**config.mk**
```make
export PLATFORM = sky130hd
export DESIGN_NAME = sdram_command_timing
export DESIGN_NICKNAME = d
export VERILOG_FILES = /design/src/shared/sdram_timing_pkg.sv /design/src/hw/sdram_command_timing.sv
export VERILOG_INCLUDE_DIRS = /design/src /design/src/shared
export SDC_FILE = /design/constraint.sdc
export NUM_CORES = 1
export LEC_CHECK = 0
export BUFFER_PORTS_ARGS = -buffer_cell sky130_fd_sc_hd__clkbuf_2
export CAP_MARGIN = 20
export CORE_ASPECT_RATIO = 1.4
export CORE_UTILIZATION = 60
export CTS_CLUSTER_DIAMETER = 200
export CTS_CLUSTER_SIZE = 14
export DETAILED_ROUTE_END_ITERATION = 12
export PLACE_DENSITY = 0.81
export SLEW_MARGIN = 10
export SYNTH_ARGS = -nofsm -noshare
export SYNTH_HDL_FRONTEND = slang
export SYNTH_SLANG_ARGS = --single-unit
```
**constraint.sdc**
```tcl
create_clock -name clock -period 4.2 [get_ports clock]
set_input_delay 0.21 -clock clock [delete_from_list [all_inputs] [get_ports clock]]
set_output_delay 0.21 -clock clock [all_outputs]
set_load 0.01 [all_outputs]
```
**src/shared/sdram_timing_defines.svh**
```systemverilog
// Timing figures, derived cycle counts and pin codes for the DRAM command timing controller
`ifndef SDRAM_TIMING_DEFINES_SVH
`define SDRAM_TIMING_DEFINES_SVH
// Own clock 25 MHz; memory clock is the own clock divided by two
`define CLK_PS 40000
`define CK_DIV 2
`define CK_PS (`CLK_PS * `CK_DIV)
`define CYC_UP(ps) (((ps) + `CLK_PS - 1) / `CLK_PS)
`define CYC_DN(ps) ((ps) / `CLK_PS)
`define NCK(n) ((n) * `CK_DIV)
`define MAX2(a, b) (((a) > (b)) ? (a) : (b))
// Figures in memory clocks or picoseconds
`define MRD_NCK 4
`define MOD_NCK 12
`define MOD_PS 15000
`define CCD_NCK 4
`define WR_PS 15000
`define MPRR_NCK 1
`define RRD_NCK 4
`define RRD_PS 7500
`define FAW_FAST_PS 40000
`define FAW_SLOW_PS 45000
`define ZQI_NCK 512
`define ZQI_PS 640000
`define ZQO_NCK 256
`define ZQO_PS 320000
`define ZQS_NCK 64
`define ZQS_PS 80000
`define XPR_NCK 5
`define XPR_PS 270000
`define XS_NCK 5
`define XS_PS 270000
`define DLLK_NCK 512
`define CKE_NCK 3
`define CKE_PS 5625
`define CKSR_NCK 5
`define CKSR_PS 10000
`define RFC_PS 260000
`define REFI_PS 7800000
`define REFI_HOT_PS 3900000
`define WTR_NCK 4
`define WTR_PS 7500
// Device settings this controller assumes
`define WL_NCK 5
`define BURST_NCK 4
`define WR_MODE_NCK 5
`define RP_PS 15000
// Timer loads: cycles of spacing minus one
`define WDATA_CYC `NCK(`WL_NCK + `BURST_NCK)
`define MRD_LD (`NCK(`MRD_NCK) - 1)
`define MOD_LD (`MAX2(`NCK(`MOD_NCK), `CYC_UP(`MOD_PS)) - 1)
`define CCD_LD (`NCK(`CCD_NCK) - 1)
`define WR_LD (`WDATA_CYC + `CYC_UP(`WR_PS) - 1)
`define DAL_LD (`NCK(`WL_NCK + `BURST_NCK + `WR_MODE_NCK + (`RP_PS + `CK_PS - 1) / `CK_PS) - 1)
`define MPRR_LD (`NCK(`MPRR_NCK) - 1)
`define RRD_LD (`MAX2(`NCK(`RRD_NCK), `CYC_UP(`RRD_PS)) - 1)
`define FAW_LD (`CYC_UP(`MAX2(`FAW_FAST_PS, `FAW_SLOW_PS)) - 1)
`define ZQI_LD (`MAX2(`NCK(`ZQI_NCK), `CYC_UP(`ZQI_PS)) - 1)
`define ZQO_LD (`MAX2(`NCK(`ZQO_NCK), `CYC_UP(`ZQO_PS)) - 1)
`define ZQS_LD (`MAX2(`NCK(`ZQS_NCK), `CYC_UP(`ZQS_PS)) - 1)
`define XPR_LD (`MAX2(`NCK(`XPR_NCK), `CYC_UP(`XPR_PS)) - 1)
`define XS_LD (`MAX2(`NCK(`XS_NCK), `CYC_UP(`XS_PS)) - 1)
`define XSDLL_LD (`NCK(`DLLK_NCK) - 1)
`define CKESR_CYC (`MAX2(`NCK(`CKE_NCK), `CYC_UP(`CKE_PS)) + `NCK(1))
`define SRW_LD (`MAX2(`CKESR_CYC, `MAX2(`NCK(`CKSR_NCK), `CYC_UP(`CKSR_PS))) - 1)
`define RFC_LD (`CYC_UP(`RFC_PS) - 1)
`define WTR_LD (`WDATA_CYC + `MAX2(`NCK(`WTR_NCK), `CYC_UP(`WTR_PS)) - 1)
`define REFI_CYC `CYC_DN(`REFI_PS)
`define REFI_HOT_CYC `CYC_DN(`REFI_HOT_PS)
// Pin codes {cs_n, ras_n, cas_n, we_n}
`define CMD_MRS 4'h0
`define CMD_REF 4'h1
`define CMD_PRE 4'h2
`define CMD_ACT 4'h3
`define CMD_WR 4'h4
`define CMD_RD 4'h5
`define CMD_ZQ 4'h6
`define CMD_NOP 4'h7
`endif

```
**src/shared/sdram_timing_pkg.sv**
```systemverilog
// Types for the DRAM command timing controller
`default_nettype none
package sdram_timing_pkg;
  typedef enum logic [3:0] {
    OP_NOP = 4'h0, OP_MRS = 4'h1, OP_MPRX = 4'h2, OP_REF = 4'h3, OP_PRE = 4'h4,
    OP_ACT = 4'h5, OP_WR = 4'h6, OP_WRA = 4'h7, OP_RD = 4'h8, OP_ZQCL = 4'h9,
    OP_ZQCS = 4'hA, OP_SRE = 4'hB, OP_SRX = 4'hC
  } op_e;
  typedef struct packed {
    op_e op;
    logic [2:0] bank;
    logic [14:0] addr;
  } req_s;
  typedef struct packed {
    logic cs_n;
    logic ras_n;
    logic cas_n;
    logic we_n;
  } pin_cmd_s;
  typedef enum logic [3:0] {
    ST_RST = 4'h1, ST_CKE = 4'h2, ST_RUN = 4'h4, ST_SELF = 4'h8
  } phase_e;
  typedef enum int {
    T_MRD, T_MOD, T_CCD, T_WR, T_DAL, T_MPRR, T_RRD,
    T_ZQ, T_XPR, T_XS, T_XSDLL, T_SRW, T_RFC, T_WTR
  } tmr_e;
endpackage : sdram_timing_pkg
`default_nettype wire

```
**src/hw/sdram_command_timing.sv**
```systemverilog
// Host controller that issues DRAM commands while keeping their minimum spacings
`timescale 1ns/100ps
`default_nettype none
`include "sdram_timing_defines.svh"
module sdram_command_timing
  import sdram_timing_pkg::*;
#(
  parameter int RESET_HOLD_CYCLES = 5000
) (
  input wire logic clock,
  input wire logic rst_n,
  input wire logic req_valid,
  input wire req_s req,
  input wire logic hot,
  output logic req_done,
  output logic init_done,
  output logic refresh_due,
  output logic ck,
  output logic ck_n,
  output logic cke,
  output logic mem_reset_n,
  output pin_cmd_s cmd,
  output logic [2:0] ba,
  output logic [14:0] addr
);
  localparam int NT = 18;
  localparam int FAW0 = 14;
  localparam int HW = 13;

  logic [2:0] hot_sync, next_hot_sync;
  logic hot_level, next_hot_level;
  logic [7:0] since_mrs, next_since_mrs;
  logic [7:0] since_wr, next_since_wr;

  phase_e phase, next_phase;
  logic [HW-1:0] hold, next_hold;
  logic [11:0] tmr [NT];
  logic [11:0] next_tmr [NT];
  logic [11:0] tmr_dec [NT];
  logic [1:0] faw_ptr, next_faw_ptr;
  logic [7:0] refi, next_refi;
  logic [7:0] refi_lim;
  logic zq_first, next_zq_first;
  logic next_ck, next_ck_n, next_cke, next_mem_reset_n;
  logic next_req_done, next_init_done, next_refresh_due;
  pin_cmd_s next_cmd;
  logic [2:0] next_ba;
  logic [14:0] next_addr;
  logic ok, take, mod_free, blk_all;
  logic is_mrs, is_col, is_act, is_ref, is_other;

  // Temperature flag crosses in; a change counts once two stages agree
  always_comb begin
    next_hot_sync = {hot_sync[1:0], hot};
    next_hot_level = (hot_sync[1] == hot_sync[2]) ? hot_sync[2] : hot_level;
    next_since_mrs = (since_mrs == 8'hFF) ? since_mrs : since_mrs + 8'h01;
    next_since_wr = (since_wr == 8'hFF) ? since_wr : since_wr + 8'h01;
    if (is_mrs) begin
      next_since_mrs = 8'h00;
    end
    if (req_done && cmd == pin_cmd_s'(`CMD_WR)) begin
      next_since_wr = 8'h00;
    end
  end

  always_ff @(posedge clock or negedge rst_n) begin
    if (!rst_n) begin
      hot_sync <= 3'h0;
      hot_level <= 1'b0;
      since_mrs <= 8'hFF;
      since_wr <= 8'hFF;
    end else begin
      hot_sync <= next_hot_sync;
      hot_level <= next_hot_level;
      since_mrs <= next_since_mrs;
      since_wr <= next_since_wr;
    end
  end

  // Every spacing is a down-counter; zero means the window is closed
  for (genvar i = 0; i < NT; i++) begin : g_dec
    assign tmr_dec[i] = (tmr[i] == 12'h000) ? 12'h000 : tmr[i] - 12'h001;
  end

  always_comb begin
    next_tmr = tmr_dec;
    next_phase = phase;
    next_hold = hold;
    next_faw_ptr = faw_ptr;
    next_zq_first = zq_first;
    next_ck = ~ck;
    next_ck_n = ck;
    next_cke = cke;
    next_mem_reset_n = mem_reset_n;
    next_cmd = cmd;
    next_ba = ba;
    next_addr = addr;
    next_req_done = 1'b0;
    next_init_done = init_done | (phase == ST_RUN && tmr[T_XPR] == 12'h000);
    next_refi = refi;
    refi_lim = hot_level ? 8'(`REFI_HOT_CYC) : 8'(`REFI_CYC);
    mod_free = tmr[T_MOD] == 12'h000;
    // Calibration, reset exit, special register exit and self-refresh exit hold off all
    blk_all = (tmr[T_ZQ] | tmr[T_XPR] | tmr[T_MPRR] | tmr[T_XS])
      != 12'h000;
    case (req.op)
      OP_MRS, OP_MPRX: ok = tmr[T_MRD] == 12'h000;
      OP_REF: ok = mod_free && tmr[T_RFC] == 12'h000;
      OP_PRE: ok = mod_free && tmr[T_WR] == 12'h000;
      OP_ACT: ok = mod_free && (tmr[T_RRD] | tmr[T_DAL] | tmr[T_RFC]) == 12'h000
        && tmr[FAW0 + int'(faw_ptr)] == 12'h000;
      OP_WR, OP_WRA: ok = mod_free && tmr[T_CCD] == 12'h000;
      OP_RD: ok = mod_free && (tmr[T_CCD] | tmr[T_WTR] | tmr[T_XSDLL]) == 12'h000;
      OP_ZQCL, OP_ZQCS, OP_SRE: ok = mod_free;
      // Clock is free-running, so it is valid around both ends of self-refresh
      OP_SRX: ok = tmr[T_SRW] == 12'h000;
      default: ok = 1'b0;
    endcase
    take = 1'b0;
    case (phase)
      ST_RST: begin
        next_hold = hold + 13'h0001;
        if (hold == HW'(RESET_HOLD_CYCLES)) begin
          next_mem_reset_n = 1'b1;
          next_hold = '0;
          next_phase = ST_CKE;
        end
      end
      ST_CKE: begin
        next_hold = hold + 13'h0001;
        if (hold == HW'(RESET_HOLD_CYCLES)) begin
          next_cke = 1'b1;
          next_tmr[T_XPR] = 12'(`XPR_LD);
          next_zq_first = 1'b1;
          next_phase = ST_RUN;
        end
      end
      ST_RUN: begin
        // The user still holds the request during the req_done pulse
        take = ck && req_valid && !req_done && !blk_all && ok && req.op != OP_SRX;
        next_refi = (refi == refi_lim - 8'h01) ? 8'h00 : refi + 8'h01;
      end
      ST_SELF: begin
        take = ck && req_valid && !req_done && ok && req.op == OP_SRX;
      end
      default: begin
        next_phase = ST_RST;
      end
    endcase
    // Commands change only ahead of a rising memory clock and last one memory clock
    if (ck) begin
      next_cmd = pin_cmd_s'(`CMD_NOP);
    end
    if (take) begin
      next_req_done = 1'b1;
      next_ba = req.bank;
      next_addr = req.addr;
      case (req.op)
        OP_MRS: begin
          next_cmd = pin_cmd_s'(`CMD_MRS);
          next_tmr[T_MRD] = 12'(`MRD_LD);
          next_tmr[T_MOD] = 12'(`MOD_LD);
        end
        OP_MPRX: begin
          next_cmd = pin_cmd_s'(`CMD_MRS);
          next_tmr[T_MRD] = 12'(`MRD_LD);
          next_tmr[T_MOD] = 12'(`MOD_LD);
          next_tmr[T_MPRR] = 12'(`MPRR_LD);
        end
        OP_REF: begin
          next_cmd = pin_cmd_s'(`CMD_REF);
          next_tmr[T_RFC] = 12'(`RFC_LD);
        end
        OP_PRE: begin
          next_cmd = pin_cmd_s'(`CMD_PRE);
        end
        OP_ACT: begin
          next_cmd = pin_cmd_s'(`CMD_ACT);
          next_tmr[T_RRD] = 12'(`RRD_LD);
          next_tmr[FAW0 + int'(faw_ptr)] = 12'(`FAW_LD);
          next_faw_ptr = faw_ptr + 2'h1;
        end
        OP_WR, OP_WRA: begin
          next_cmd = pin_cmd_s'(`CMD_WR);
          next_addr[10] = req.op == OP_WRA;
          next_tmr[T_CCD] = 12'(`CCD_LD);
          next_tmr[T_WR] = 12'(`WR_LD);
          next_tmr[T_WTR] = 12'(`WTR_LD);
          if (req.op == OP_WRA) begin
            next_tmr[T_DAL] = 12'(`DAL_LD);
          end
        end
        OP_RD: begin
          next_cmd = pin_cmd_s'(`CMD_RD);
          next_tmr[T_CCD] = 12'(`CCD_LD);
        end
        OP_ZQCL: begin
          next_cmd = pin_cmd_s'(`CMD_ZQ);
          next_addr[10] = 1'b1;
          next_tmr[T_ZQ] = zq_first ? 12'(`ZQI_LD) : 12'(`ZQO_LD);
          next_zq_first = 1'b0;
        end
        OP_ZQCS: begin
          next_cmd = pin_cmd_s'(`CMD_ZQ);
          next_addr[10] = 1'b0;
          next_tmr[T_ZQ] = 12'(`ZQS_LD);
        end
        OP_SRE: begin
          next_cmd = pin_cmd_s'(`CMD_REF);
          next_cke = 1'b0;
          next_tmr[T_SRW] = 12'(`SRW_LD);
          next_phase = ST_SELF;
        end
        OP_SRX: begin
          next_cmd = pin_cmd_s'(`CMD_NOP);
          next_cke = 1'b1;
          next_tmr[T_XS] = 12'(`XS_LD);
          next_tmr[T_XSDLL] = 12'(`XSDLL_LD);
          next_phase = ST_RUN;
        end
        default: begin
          next_cmd = pin_cmd_s'(`CMD_NOP);
        end
      endcase
    end
    // A refresh taken in the same cycle as a new tick leaves the flag set
    next_refresh_due = (phase == ST_RUN && refi == refi_lim - 8'h01)
      | (refresh_due & ~(take && req.op == OP_REF));
  end

  always_ff @(posedge clock or negedge rst_n) begin
    if (!rst_n) begin
      phase <= ST_RST;
      hold <= '0;
      for (int i = 0; i < NT; i++) begin
        tmr[i] <= 12'h000;
      end
      faw_ptr <= 2'h0;
      refi <= 8'h00;
      zq_first <= 1'b1;
      ck <= 1'b0;
      ck_n <= 1'b1;
      cke <= 1'b0;
      mem_reset_n <= 1'b0;
      cmd <= pin_cmd_s'(`CMD_NOP);
      ba <= 3'h0;
      addr <= 15'h0000;
      req_done <= 1'b0;
      init_done <= 1'b0;
      refresh_due <= 1'b0;
    end else begin
      phase <= next_phase;
      hold <= next_hold;
      tmr <= next_tmr;
      faw_ptr <= next_faw_ptr;
      refi <= next_refi;
      zq_first <= next_zq_first;
      ck <= next_ck;
      ck_n <= next_ck_n;
      cke <= next_cke;
      mem_reset_n <= next_mem_reset_n;
      cmd <= next_cmd;
      ba <= next_ba;
      addr <= next_addr;
      req_done <= next_req_done;
      init_done <= next_init_done;
      refresh_due <= next_refresh_due;
    end
  end

  assign is_mrs = req_done && cmd == pin_cmd_s'(`CMD_MRS);
  assign is_col = req_done && (cmd == pin_cmd_s'(`CMD_WR) || cmd == pin_cmd_s'(`CMD_RD));
  assign is_act = req_done && cmd == pin_cmd_s'(`CMD_ACT);
  assign is_ref = req_done && cmd == pin_cmd_s'(`CMD_REF);
  assign is_other = req_done && cmd != pin_cmd_s'(`CMD_MRS) && cmd != pin_cmd_s'(`CMD_NOP);
endmodule : sdram_command_timing
`default_nettype wire

```
# --- Word-level counts from Yosys, hierarchy flattened ---
# Index checks and enable logic that the tools add are counted.
totals:
  ff_bits: 277
  latch_bits: 0
  mem_bits_rw: 0
  rom_bits: 0
  input_bits: 26
  output_inout_bits: 29
  wordCells: 215
  memories: 0
classes:
  n_addsub: 23
  n_mul: 0
  div_mod_pow: 0
  n_lt_le_gt_ge: 2
  eq_ne: 20
  shift: 0
  n_mux: 64
  n_bitwise: 16
  n_reduce_logical: 52
op_table:
  columns: ["cell", "n"]
  rows:
  - ["$mux 12", 26]
  - ["$logic_not 12->1", 21]
  - ["$mux 216", 1]
  - ["$sub 12x1->12 const B", 18]
  - ["$and 198x198->198", 1]
  - ["$not 198->198", 1]
  - ["$pmux 24 s2", 3]
  - ["$pmux 12 s2", 5]
  - ["$or 12x12->12", 7]
  - ["$bmux 12 s5", 1]
  - ["$demux 12 s5", 1]
  - ["$mux 48", 1]
  - ["$pmux 12 s3", 1]
  - ["$ge 32x6->1 const B", 1]
  - ["$lt 32x1->1 const B", 1]
  - ["$not 5->32", 1]
  - ["$pmux 13 s2", 1]
  - ["$eq 4x4->1 const B", 6]
  - ["$pmux 3 s7", 1]
  - ["$eq 4x3->1 const B", 5]
  - ["$mux 4", 5]
  - ["$or 18x18->18", 1]
  - ["$logic_and 1x1->1", 17]
  - ["$mux 8", 2]
  - ["other kinds (28)", 49]

# --- Longest topological paths before layout ---
depth:
  depth_word: 15
  mapped_depth: 12

# --- Least setup slack after synthesis ---
# OpenSTA, ideal clock, no wires.
synth_path:
  path_kind: "reg2reg"
  from: "register tmr[122] (netlist bit)"
  to: "register addr[11]"
  setup_ns: 0.125
  arrival_time_ns: 2.846
  slack_ns: 1.229
  stages_incl_launch_ff: 10
  path_buffers: 2
  period_less_slack_ns: 2.971
  cell_sequence: "dfrtp_1 or4_4 or4_4 nand4b_4 nor3_4 o21ai_4 or2_1 buf_4 buf_6 mux2_4"
synth_via:
  elab_chain_len: 9
  word_cells_on_any_way: 17
  cone_classes: "mux: 5; bitwise: 3; reduce/logical: 9"
synth_rtl:
  columns: ["element", "line", "rtl"]
  rows:
  - ["start, declared", "sdram_command_timing.sv:37", "logic [11:0] tmr [NT];"]
  - ["start signal, assigned", "sdram_command_timing.sv:254", "tmr <= next_tmr;"]
  - ["$bmux 12 s5 or $or 12x12->12 (tied branches)", "sdram_command_timing.sv:111, sdram_command_timing.sv:104", null]
  - ["$mux 12 (implied by the code) or $or 12x12->12 (tied branches) (2 in a row)", "sdram_command_timing.sv:111, sdram_command_timing.sv:104", null]
  - ["$logic_not 12->1 or $reduce_bool 12->1 (tied branches)", "sdram_command_timing.sv:111, sdram_command_timing.sv:104", null]
  - ["$logic_and 1x1->1 or $logic_not 1->1 (tied branches)", "sdram_command_timing.sv:111, sdram_command_timing.sv:140", null]
  - ["$pmux 1 s8 or $logic_and 1x1->1 (tied branches)", "sdram_command_timing.sv:106, sdram_command_timing.sv:140", null]
  - ["$logic_and 1x1->1 (on tied branches) (2 in a row)", "sdram_command_timing.sv:144, sdram_command_timing.sv:140", null]
  - ["$pmux 1 s2 *", "sdram_command_timing.sv:120", "case (phase)"]
  - ["end signal, assigned", "sdram_command_timing.sv:264", "addr <= next_addr;"]
  - ["end, declared", "sdram_command_timing.sv:24", "output logic [14:0] addr"]
# Every way passes the cells marked *; elsewhere a longest branch is shown, timed or not. The select of a mux whose other input is x is not followed.
# A chain may end at the register's enable or synchronous reset.

==> results.sh <==
export IMPL_yosys_top_cell_area_share_pct=49.5
export IMPL_clock_buffers_created_by_tritoncts=23
export IMPL_maxSlewViolCount=0
export IMPL_hpwl_um=19200
export IMPL_maximum_number_of_pins_on_one_net_before_global_route_repair=110
export IMPL_static_leakage_power_nw=6.47
export IMPL_hold_ws_ps=135
export IMPL_first_global_vias=10100
export IMPL_io_pin_count=55
export IMPL_finalWirelength_um=27600
export IMPL_synth_top_cells_by_area="sky130_fd_sc_hd__dfrtp_1 49%, sky130_fd_sc_hd__xnor2_1 6.0%, sky130_fd_sc_hd__nor2_1 5.0%, sky130_fd_sc_hd__nor3_1 4.8%, sky130_fd_sc_hd__xor2_1 2.9%"
export IMPL_power_density_cell_area_nw_per_um2=383
export IMPL_worst_setup_path_start_kind="flop"
export IMPL_routedWlPerCell_um=15.6
export IMPL_cts_sink_count=276
export IMPL_clock_fmax_mhz=278
export IMPL_critPathKind="reg -> reg"
export IMPL_finalHoldViolations=0
export IMPL_mean_instance_size_in_the_synthesized_netlist_um2=10.0
export IMPL_irDropWorstVdd_mv=0.330
export IMPL_post_cts_resize_count=0
export IMPL_setup_reg_to_reg_worst_slack_ps=610
export IMPL_leading_cell_type_by_number_of_instances_after_synthesis="sky130_fd_sc_hd__dfrtp_1"
export IMPL_ys_types=83
export IMPL_result_of_the_run="completed"
export IMPL_timing_clock_skew_ps=14.7
export IMPL_num_antenna_cells=0
export IMPL_num_rows=65
export IMPL_post_layout_total_power_mw=5.83
export IMPL_chipWidth_um=130
export IMPL_min_period_ps=3590
export IMPL_grt_antenna_before_repair=0
export IMPL_synthToLayoutAreaGrowth_pct=11.2
export IMPL_initial_core_util_pct=60.9
export IMPL_synth_edff_count=0
export IMPL_synth_seq_area_share_pct=50.6
export IMPL_worst_slack_ps=606
export IMPL_clock_insertion_delay_worst_skew_ps=520
export IMPL_timing_critical_path_arrival_ps=4010
export IMPL_overflow=0
export IMPL_path_clk_slew_ps=70
export IMPL_mappedNetlistNets=1417
export IMPL_final_period_utilization_pct=85.6
export IMPL_die_area_um2=23400
export IMPL_initialDrtViolationCount=603
export IMPL_max_cap_violation_count=0
export IMPL_dieHeight_um=181
export IMPL_route_antenna_remaining_nets=0
export IMPL_worstReg2RegEnd="tmr[93]$_DFF_PN0_"
export IMPL_worstRegToRegCells=8
export IMPL_min_path_type="in -> reg"
export IMPL_grtUsageTotal_pct=24.5
export IMPL_place_congestion=0.808
export IMPL_tritoncts_clock_tree="yes"
export IMPL_placement_setup_worst_slack_ps=660
export IMPL_ys_dominant_reg_cell="sky130_fd_sc_hd__dfrtp_1"
export IMPL_vias_per_cell=5.75
export IMPL_drtPass1Iterations=5
export IMPL_rsz0062_at_grt="no"
export IMPL_tightestPinTransition_ps=1110
export IMPL_core_area_um2=22400
export IMPL_worstPathRequired_ps=4620
export IMPL_cts_buffer_depth=3
export IMPL_cts_root_buf="sky130_fd_sc_hd__clkbuf_16"
export IMPL_drive_gt1_share_pct=11.0
export IMPL_remaining_drc_errors=0
export IMPL_ys_warnings=0
export IMPL_crit_end="tmr[93]$_DFF_PN0_"
export IMPL_slew_limit_headroom_pct=26.1
export IMPL_final_nets=1506
export IMPL_placement_io_buffers=53
export IMPL_finalSetupViolCount=0
export IMPL_cell_type_with_the_highest_aggregate_area_in_the_netlist="sky130_fd_sc_hd__dfrtp_1"
export IMPL_synth_async_sr_flop_share_pct=100
export IMPL_final_core_util_pct=67.7
export IMPL_worstReg2RegStart="tmr[134]$_DFF_PN0_"
export IMPL_vias=10200
export IMPL_grt_first_pass_wirelength_um=46700
export IMPL_critical_path_startpoint="tmr[134]$_DFF_PN0_"
export IMPL_post_synth_most_frequent_cells="270 x sky130_fd_sc_hd__dfrtp_1, 181 x sky130_fd_sc_hd__nor2_1, 132 x sky130_fd_sc_hd__nor3_1"
export IMPL_final_setup_tns_ps=0
export IMPL_cts_htree_levels=1
export IMPL_synthCells=1366
export IMPL_worst_setup_path_end_kind="flop"
export IMPL_cts_hold_fix_buffers=19
export IMPL_ys_ff_latch=276
export IMPL_worstPathMaxFanout=20
export IMPL_netlist_area_um2=13700
export IMPL_postCtsSetupBuffers=0
## stage by stage
stage / instance area [µm²] / std cells
2_1_floorplan: 13700 / 1366
3_3_place_gp: 14300 / 1711
3_5_place_dp: 14300 / 1711
4_1_cts: 15200 / 1770
5_1_grt: 15200 / 1771
6_report: 15200 / 1771
## worst max-delay path, stage by stage, from the launching register on
cell and delay (ps):
sky130_fd_sc_hd__dfrtp_1 410, sky130_fd_sc_hd__or4_1 580, sky130_fd_sc_hd__nor3_1 210, sky130_fd_sc_hd__nor4b_1 590
sky130_fd_sc_hd__o2111ai_1 230, sky130_fd_sc_hd__and3_1 270, sky130_fd_sc_hd__buf_4 240, sky130_fd_sc_hd__or4_1 760
sky130_fd_sc_hd__o21ai_0 200
## sequential cells by signal (all words and copies together), names as in the netlist, 2 cells and up
signal / count
addr: 15
ba: 3
cmd: 3
faw_ptr: 2
hold: 13
hot_sync: 3
phase: 4
refi: 8
tmr: 216
## metal layers
metal  vias up  share of wire (%)  GRT usage [%]
li1       4959                  -              -
met1      4987                 42           30.6
met2       190                 51           43.5
met3        49                4.2           3.74
met4         0                2.4           7.21
met5         -                  0              0
## worst min-delay path by stage
stage          startpoint                    to  slack [ps]  cells past startpoint
2_1_floorplan       rst_n   addr[0]$_DFFE_PN0N_         -90                      0
3_3_place_gp        rst_n     tmr[14]$_DFF_PN0_         260                      1
3_5_place_dp        rst_n     tmr[13]$_DFF_PN0_         270                      1
4_1_cts           req[10]  addr[10]$_DFFE_PN0N_         130                      4
5_1_grt           req[10]  addr[10]$_DFFE_PN0N_         170                      4
6_report          req[10]  addr[10]$_DFFE_PN0N_         130                      4
## cell type report
class	instances	area, µm²
clock inverter	1	30.0
sequential	276	6910
inverter	57	214
clock buffer	39	636
multi-input combinational	1003	6380
tap	301	377
timing repair buffer	94	641
fill	1774	7250
## placed cells by master, fill, tap and decap left out, types with 13 or more instances in the layout
cell and n:
sky130_fd_sc_hd__nand3_1 28, sky130_fd_sc_hd__nor2_1 181, sky130_fd_sc_hd__ha_1 25, sky130_fd_sc_hd__clkbuf_2 52
sky130_fd_sc_hd__clkbuf_16 23, sky130_fd_sc_hd__nor4_1 35, sky130_fd_sc_hd__a21oi_1 26, sky130_fd_sc_hd__a21o_1 18
sky130_fd_sc_hd__or3_1 15, sky130_fd_sc_hd__nor3_1 132, sky130_fd_sc_hd__dfrtp_1 270, sky130_fd_sc_hd__clkbuf_1 16
sky130_fd_sc_hd__nor2b_1 19, sky130_fd_sc_hd__xnor2_1 93, sky130_fd_sc_hd__xor2_1 45, sky130_fd_sc_hd__o21ai_0 52
sky130_fd_sc_hd__nand4_1 14, sky130_fd_sc_hd__dlygate4sd3_1 19, sky130_fd_sc_hd__nor3b_1 13, sky130_fd_sc_hd__inv_1 56
sky130_fd_sc_hd__or4_1 24, sky130_fd_sc_hd__buf_4 20, sky130_fd_sc_hd__mux2_2 16, sky130_fd_sc_hd__nand2_1 104
## cell families after synthesis
logic type               share of synthesized area (%)
AND/OR/NAND/NOR                                   24.3
flip-flops                                        50.6
AO/OA/AOI/OAI                                     7.96
XOR/XNOR                                          8.85
buffers and inverters                             2.68
multiplexers                                      3.23
adder cells (fa/ha/maj)                           2.36
other                                           0.0274
## power breakdown
group / internal [mW] / switching, mW / total (mW)
sequential: 2.90 / 0.272 / 3.17
clock: 1.09 / 0.924 / 2.01
combinational: 0.317 / 0.326 / 0.643
total: 4.30 / 1.52 / 5.83
Power figures use the tool's default switching activity.
